## config.mk

```make
export PLATFORM = sky130hd
export DESIGN_NAME = pll_d_bank
export DESIGN_NICKNAME = d
export VERILOG_FILES = /design/src/rtl/pll_d_bank_pkg.sv /design/src/rtl/pll_d_bank.sv
export SDC_FILE = /design/constraint.sdc
export NUM_CORES = 1
export LEC_CHECK = 0
export ABC_AREA = 1
export BUFFER_PORTS_ARGS = -buffer_cell sky130_fd_sc_hd__buf_2
export CAP_MARGIN = 20
export CORE_ASPECT_RATIO = 0.7
export CORE_MARGIN = 4
export CORE_UTILIZATION = 47
export DETAILED_ROUTE_END_ITERATION = 8
export PLACE_DENSITY_LB_ADDON = 0.15
export SLEW_MARGIN = 40
export SYNTH_ARGS = -nofsm -noshare
export SYNTH_HDL_FRONTEND = slang
export SYNTH_SLANG_ARGS = --single-unit
export TNS_END_PERCENT = 20
```

## constraint.sdc

```tcl
create_clock -name sys_clk -period 7.6 [get_ports sys_clk]
set_clock_uncertainty 0.05 [all_clocks]
set_input_delay 0.76 -clock sys_clk [delete_from_list [all_inputs] [get_ports sys_clk]]
set_output_delay 0.76 -clock sys_clk [all_outputs]
set_load 0.03 [all_outputs]
```

## src/rtl/pll_d_bank_pkg.sv

```systemverilog
// constants and register map of the fourth pll configuration bank
package pll_d_bank_pkg;

  // register indices; byte address is four times the index
  localparam logic [7:0] IDX_AMOUNT_A    = 8'h40;
  localparam logic [7:0] IDX_AMOUNT_B    = 8'h41;
  localparam logic [7:0] IDX_AMOUNT_C    = 8'h42;
  localparam logic [7:0] IDX_VCO_SELECT  = 8'h43;
  localparam logic [7:0] IDX_MUX_STATES  = 8'h44;
  localparam logic [7:0] IDX_STATE_CHOICE = 8'h45;
  localparam logic [7:0] IDX_SPREAD_TYPE = 8'h46;
  localparam int         REG_COUNT       = 7;

  // reset values and the spread type write mask
  localparam logic [7:0] RST_AMOUNT       = 8'h00;
  localparam logic [7:0] RST_VCO_SELECT   = 8'h00;
  localparam logic [7:0] RST_MUX_STATES   = 8'hED;
  localparam logic [7:0] RST_STATE_CHOICE = 8'h02;
  localparam logic [7:0] RST_SPREAD_TYPE  = 8'h00;
  localparam logic [7:0] MASK_SPREAD_TYPE = 8'h80;

  // fields of the mux and output state register, the spread type bit and the amount field width
  localparam int BIT_BYPASS    = 7;
  localparam int BIT_OUT8_SRC  = 6;
  localparam int LSB_OUT9_SRC  = 4;
  localparam int LSB_DEF_ONE   = 2;
  localparam int LSB_DEF_ZERO  = 0;
  localparam int BIT_SPREAD_TYPE = 7;
  localparam int AMOUNT_BITS   = 3;

  // output state definition codes
  localparam logic [1:0] OST_HIZ_PD  = 2'h0;
  localparam logic [1:0] OST_HIZ_ON  = 2'h1;
  localparam logic [1:0] OST_LOW_ON  = 2'h2;
  localparam logic [1:0] OST_ACTIVE  = 2'h3;

  // out9 source codes
  localparam logic [1:0] OUT9_DIV_SIX   = 2'h0;
  localparam logic [1:0] OUT9_DIV_EIGHT = 2'h1;
  localparam logic [1:0] OUT9_DIV_NINE  = 2'h2;

  // deviation in quarter percent steps for off and for the top amount code, and the top code itself
  localparam logic [3:0] DEV_OFF  = 4'h0;
  localparam logic [3:0] DEV_2P0  = 4'h8;
  localparam logic [2:0] CODE_MAX = 3'h7;

endpackage

```

## src/rtl/pll_d_bank.sv

```systemverilog
// apb register bank steering the fourth pll per control state
//
// Chosen here: the APB register port.
`timescale 1ns/1ps
`default_nettype none
module pll_d_bank
  import pll_d_bank_pkg::*;
#(
  parameter int ADDR_W = 12
)
(
  input  wire logic              sys_clk,
  input  wire logic              rst,
  input  wire logic              psel,
  input  wire logic              penable,
  input  wire logic              pwrite,
  input  wire logic [ADDR_W-1:0] paddr,
  input  wire logic [31:0]       pwdata,
  output logic      [31:0]       prdata,
  output logic                   pready,
  output logic                   pslverr,
  input  wire logic              state_select_pin_a,
  input  wire logic              state_select_pin_b,
  input  wire logic              state_select_pin_c,
  output logic      [2:0]        pll_d_spread_amount,
  output logic      [3:0]        pll_d_spread_quarter_pct,
  output logic                   pll_d_spread_type,
  output logic                   pll_d_vco_set_select,
  output logic                   pll_d_bypass_select,
  output logic                   pll_d_powerdown,
  output logic                   out8_source_select,
  output logic      [1:0]        out9_source_select,
  output logic      [1:0]        out89_state
);

  // ----------------------------------------------------------------
  // helpers
  // ----------------------------------------------------------------
  function automatic logic [7:0] word_index(input logic [ADDR_W-1:0] a);
    return 8'(a >> 2);
  endfunction

  function automatic logic is_mapped(input logic [ADDR_W-1:0] a);
    logic [7:0] i;
    i = word_index(a);
    return (a[1:0] == 2'h0) && (i >= IDX_AMOUNT_A) &&
           (i <= IDX_SPREAD_TYPE) && ((a >> 10) == '0);
  endfunction

  // code 111 gives two percent (eight quarter steps); every other code keeps its own value
  function automatic logic [3:0] deviation(input logic [2:0] code);
    if (code == CODE_MAX)
      return DEV_2P0;
    else
      return {1'b0, code};
  endfunction

  // ----------------------------------------------------------------
  // state pin synchroniser
  // ----------------------------------------------------------------
  logic [2:0] sel_meta_q;
  logic [2:0] sel_q;

  always_ff @(posedge sys_clk or posedge rst)
  begin
    if (rst)
    begin
      sel_meta_q <= 3'h0;
      sel_q      <= 3'h0;
    end
    else
    begin
      sel_meta_q <= {state_select_pin_c, state_select_pin_b,
                     state_select_pin_a};
      sel_q      <= sel_meta_q;
    end
  end

  // ----------------------------------------------------------------
  // apb slave and register file
  // ----------------------------------------------------------------
  logic [7:0]  regs_q [REG_COUNT];
  logic [7:0]  regs_d [REG_COUNT];
  logic        ready_q, ready_d;
  logic        err_q, err_d;
  logic [31:0] rdata_q, rdata_d;
  logic [7:0]  idx;
  logic        commit;

  // answer one cycle into the access phase; registered outputs
  always_comb
  begin
    idx     = word_index(paddr) - IDX_AMOUNT_A;
    commit  = psel && penable && ready_q;
    ready_d = psel && penable && !ready_q;
    err_d   = ready_d && !is_mapped(paddr);
    rdata_d = rdata_q;
    if (ready_d)
      rdata_d = (is_mapped(paddr) && !pwrite) ? {24'h0, regs_q[idx[2:0]]}
                                              : 32'h0;
    for (int k = 0; k < REG_COUNT; k++)
      regs_d[k] = regs_q[k];
    if (commit && pwrite && !err_q)
    begin
      if (word_index(paddr) == IDX_SPREAD_TYPE)
        regs_d[idx[2:0]] = pwdata[7:0] & MASK_SPREAD_TYPE;
      else
        regs_d[idx[2:0]] = pwdata[7:0];
    end
  end

  always_ff @(posedge sys_clk or posedge rst)
  begin
    if (rst)
    begin
      regs_q[0] <= RST_AMOUNT;
      regs_q[1] <= RST_AMOUNT;
      regs_q[2] <= RST_AMOUNT;
      regs_q[3] <= RST_VCO_SELECT;
      regs_q[4] <= RST_MUX_STATES;
      regs_q[5] <= RST_STATE_CHOICE;
      regs_q[6] <= RST_SPREAD_TYPE;
      ready_q   <= 1'b0;
      err_q     <= 1'b0;
      rdata_q   <= 32'h0;
    end
    else
    begin
      for (int k = 0; k < REG_COUNT; k++)
        regs_q[k] <= regs_d[k];
      ready_q <= ready_d;
      err_q   <= err_d;
      rdata_q <= rdata_d;
    end
  end

  assign pready  = ready_q;
  assign pslverr = err_q;
  assign prdata  = rdata_q;

  // ----------------------------------------------------------------
  // per-state application
  // ----------------------------------------------------------------
  logic [23:0] amounts;
  logic [7:0]  mux_reg;
  logic [2:0]  amt_q, amt_d;
  logic [3:0]  dev_q, dev_d;
  logic        type_q, type_d, vco_q, vco_d, byp_q, byp_d;
  logic        pd_q, pd_d, o8_q, o8_d;
  logic [1:0]  o9_q, o9_d, ost_q, ost_d;

  always_comb
  begin
    amounts = {regs_q[0], regs_q[1], regs_q[2]};
    mux_reg = regs_q[4];
    amt_d   = amounts[sel_q*AMOUNT_BITS +: AMOUNT_BITS];
    type_d  = regs_q[6][BIT_SPREAD_TYPE];
    dev_d   = deviation(amt_d);
    vco_d   = regs_q[3][sel_q];
    byp_d   = mux_reg[BIT_BYPASS];
    o8_d    = mux_reg[BIT_OUT8_SRC];
    o9_d    = mux_reg[LSB_OUT9_SRC +: 2];
    if (regs_q[5][sel_q])
      ost_d = mux_reg[LSB_DEF_ONE +: 2];
    else
      ost_d = mux_reg[LSB_DEF_ZERO +: 2];
    pd_d    = byp_d || (ost_d == OST_HIZ_PD);
  end

  always_ff @(posedge sys_clk or posedge rst)
  begin
    if (rst)
    begin
      amt_q  <= 3'h0;
      dev_q  <= DEV_OFF;
      type_q <= 1'b0;
      vco_q  <= 1'b0;
      byp_q  <= 1'b1;
      pd_q   <= 1'b1;
      o8_q   <= 1'b1;
      o9_q   <= OUT9_DIV_NINE;
      ost_q  <= OST_HIZ_ON;
    end
    else
    begin
      amt_q  <= amt_d;
      dev_q  <= dev_d;
      type_q <= type_d;
      vco_q  <= vco_d;
      byp_q  <= byp_d;
      pd_q   <= pd_d;
      o8_q   <= o8_d;
      o9_q   <= o9_d;
      ost_q  <= ost_d;
    end
  end

  assign pll_d_spread_amount      = amt_q;
  assign pll_d_spread_quarter_pct = dev_q;
  assign pll_d_spread_type        = type_q;
  assign pll_d_vco_set_select     = vco_q;
  assign pll_d_bypass_select      = byp_q;
  assign pll_d_powerdown          = pd_q;
  assign out8_source_select       = o8_q;
  assign out9_source_select       = o9_q;
  assign out89_state              = ost_q;
endmodule // pll_d_bank
`default_nettype wire

```

==> results_dict.tcl <==
set metrics [dict create \
    status "finished, final reports clean" \
    startpoint "paddr[2]" \
    grt_pass1_vias 3334 \
    vias 3539 \
    synth_seq_cells 88 \
    n_antenna_cell 0 \
    die_w_um 121.1 \
    yosys.area.top_type_share 0.4516 \
    p_sw_frac 0.2577 \
    whs_ns 0.2996 \
    postCtsSetupBuffers 0 \
    cpMostUsedCell "nand2_1" \
    synth_cells 525 \
    cts_tree "done" \
    critPathArrivalTime_ns 2.26 \
    fillers 824 \
    clkLatencyLatePin_ns 0.34 \
    worstHoldPathCells 0 \
    die_area_mm2 0.01056 \
    pwr-share-comb 0.114 \
    cp-end-kind "register" \
    cts_buffer_depth 2 \
    grt_pass1_wl_um 17150 \
    root_buffer "clkbuf_16" \
    layout-drive-gt1-share 0.1612 \
    first_pass_iters 5 \
    critPathBufInv 2 \
    p_switching_uw 296.5 \
    crit_family "simple AND/OR/NAND/NOR gates" \
    crit_fanout 30 \
    maxSlewHeadroom 0.4931 \
    critPathKind "in2reg" \
    core-area_mm2 0.008583 \
    tightest_slew_ns 0.7575 \
    ir_worst_vdd_mv 0.1324 \
    power_density_mw_per_mm2 239.5 \
    hpwl_um 7347 \
    p_leak_nw 2.395 \
    path_cells "buf_2 -> inv_2 -> nor2_2 -> nand2_1 -> nand3_1 -> nor2_1 -> nand2_1 -> nand2_1" \
    track_usage 0.2133 \
    maxSlewViolCount 0 \
    fmax_mhz 482.8 \
    final_area_mm2 0.004803 \
    finalHoldViolCount 0 \
    clk_pin_slew_ns 0.06 \
    grt_max_degree 89 \
    dieHeight_um 87.20 \
    hp-class "reg2reg" \
    cts_buffers 9 \
    yosys_warnings 0 \
    reg2regPathDepth 7 \
    crit_cells 8 \
    utilization 0.5596 \
    clock_power_share 0.437 \
    seq_power_share 0.449 \
    slowest_stage "buf_2" \
    placedInstanceArea_mm2 0.004456 \
    setup_viol 0 \
    postCtsResizedCells 0 \
    routed_via_density 5.077 \
    yosysTopAreaCell "dfrtp_1" \
    worstPathRequired_ns 7.78 \
    timing.rr.start "sel_q[0]$_DFF_PP0_" \
    rows 28 \
    multi_input_area_mm2 0.001649 \
    wl_per_cell_um 15.07 \
    initial_core_util 0.4907 \
    syn_to_final_growth_pct 14.05 \
    synth.distinct_cells 24 \
    rsz0062_at_grt "no" \
    antenna_found_initial 0 \
    cp_slowest_stage_delay_ns 0.44 \
    min_from "sel_meta_q[0]$_DFF_PP0_" \
    syn_area_mm2 0.004212 \
    place.gp.congestion 0.9256 \
    yosysSeqAreaShare 0.5264 \
    grt-ovfl-total 0 \
    regArea_mm2 0.002217 \
    fin_crit_ns 2.071 \
    start_kind "input pin" \
    cap_violations 0 \
    cts.sinks 88 \
    drtIter0Drc 266 \
    cts_hold_buffers 0 \
    synth.top_cells.by_area "dfrtp_1 (45%), nand2_1 (17%), o21ai_0 (7.8%)" \
    syn_avg_cell_area_um2 8.022 \
    power_mw 1.150 \
    drc_errors 0 \
    final.setup.tns_ns 0 \
    ant_nets 0 \
    nets 624 \
    ios 102 \
    htreeDepth 3 \
    wirelength_um 10510 \
    fin_crit_sh 0.2725 \
    p_int_uw 853.8 \
    port_buffers 53 \
]
kinds of logic (layout without fill, tap and decap cells):
kind of cell           after synthesis  in the layout  share of synthesized area
and+or+nand+nor                    261            261                     0.2522
other                                1             24                  0.0008904
AOI/OAI and AO/OA                   91             91                     0.1179
DFF                                 88             88                     0.5264
buffers and inverters               84            113                     0.1025
final timing paths:
path | to | slack [ns]
worst max-delay path | prdata[3]$_DFFE_PP0P_ | 5.53
worst min-delay path | sel_q[0]$_DFF_PP0_ | 0.30
worst max register to register | pll_d_spread_quarter_pct[0]$_DFF_PP0_ | 5.60
worst min register to register | sel_q[0]$_DFF_PP0_ | 0.30
max in group asynchronous | async pin | 6.47
min in group asynchronous | async pin | 0.56
power groups by stage:
stage	registers [mW]	clock network (mW)	logic [mW]
global route	0.520	0.534	0.147
detailed placement	0.524	0	0.131
finish	0.517	0.502	0.131
floorplan	0.533	0	0.0914
CTS	0.516	0.512	0.131
global placement	0.524	0	0.128
layout make-up:
cell class / instances / area share
Clock buffer: 9 / 0.04689
Clock inverter: 7 / 0.02501
Inverter: 43 / 0.03386
Multi-Input combinational cell: 376 / 0.3433
Sequential cell: 88 / 0.4616
Tap cell: 120 / 0.03126
Timing Repair Buffer: 54 / 0.05809
through the flow:
step	cells	setup WS [ns]
2_1_floorplan	548	4.531
3_3_place_gp	681	5.232
3_5_place_dp	681	5.228
4_1_cts	697	5.580
5_1_grt	697	5.404
6_report	697	5.529
cells in the mapped netlist:
| cell type | count |
|---|---|
| o21ai_0 | 66 |
| nand4_1 | 1 |
| or2_2 | 2 |
| conb_1 | 1 |
| nor2_4 | 2 |
| inv_1 | 41 |
| nand2_1 | 191 |
| buf_4 | 26 |
| o22ai_1 | 1 |
| dfrtp_1 | 76 |
| nor2_2 | 3 |
| nor2_1 | 25 |
| and2_1 | 1 |
| inv_2 | 2 |
| nand3_1 | 34 |
| a21boi_0 | 1 |
| a21oi_1 | 4 |
| a21boi_1 | 1 |
| nand3_2 | 1 |
| o211ai_1 | 14 |
| buf_2 | 15 |
| o21ai_1 | 4 |
| nor3_1 | 1 |
| dfstp_2 | 12 |
layout by cell type, fill, tap and decap left out, types with 2 or more instances in the layout:
cell type	count
nor2_2	3
or2_2	2
clkinvlp_4	4
nor2_1	25
nand2_1	191
o211ai_1	14
inv_2	2
nand3_1	34
conb_1	24
nor2_4	2
inv_1	40
o21ai_0	66
dfrtp_1	76
buf_2	53
a21oi_1	4
o21ai_1	4
clkbuf_16	9
dfstp_2	12
bufinv_16	3
routing by layer:
layer	share of wire	routed length (um)	global-route usage	up-vias
met5	0	0	0	-
met4	0.013	135	0.06409	0
met3	0.074	774	0.05455	14
met2	0.43	4518	0.2989	144
met1	0.48	5078	0.3247	1659
li1	-	-	-	1722
No activity file was read; power rests on OpenSTA's default activity.
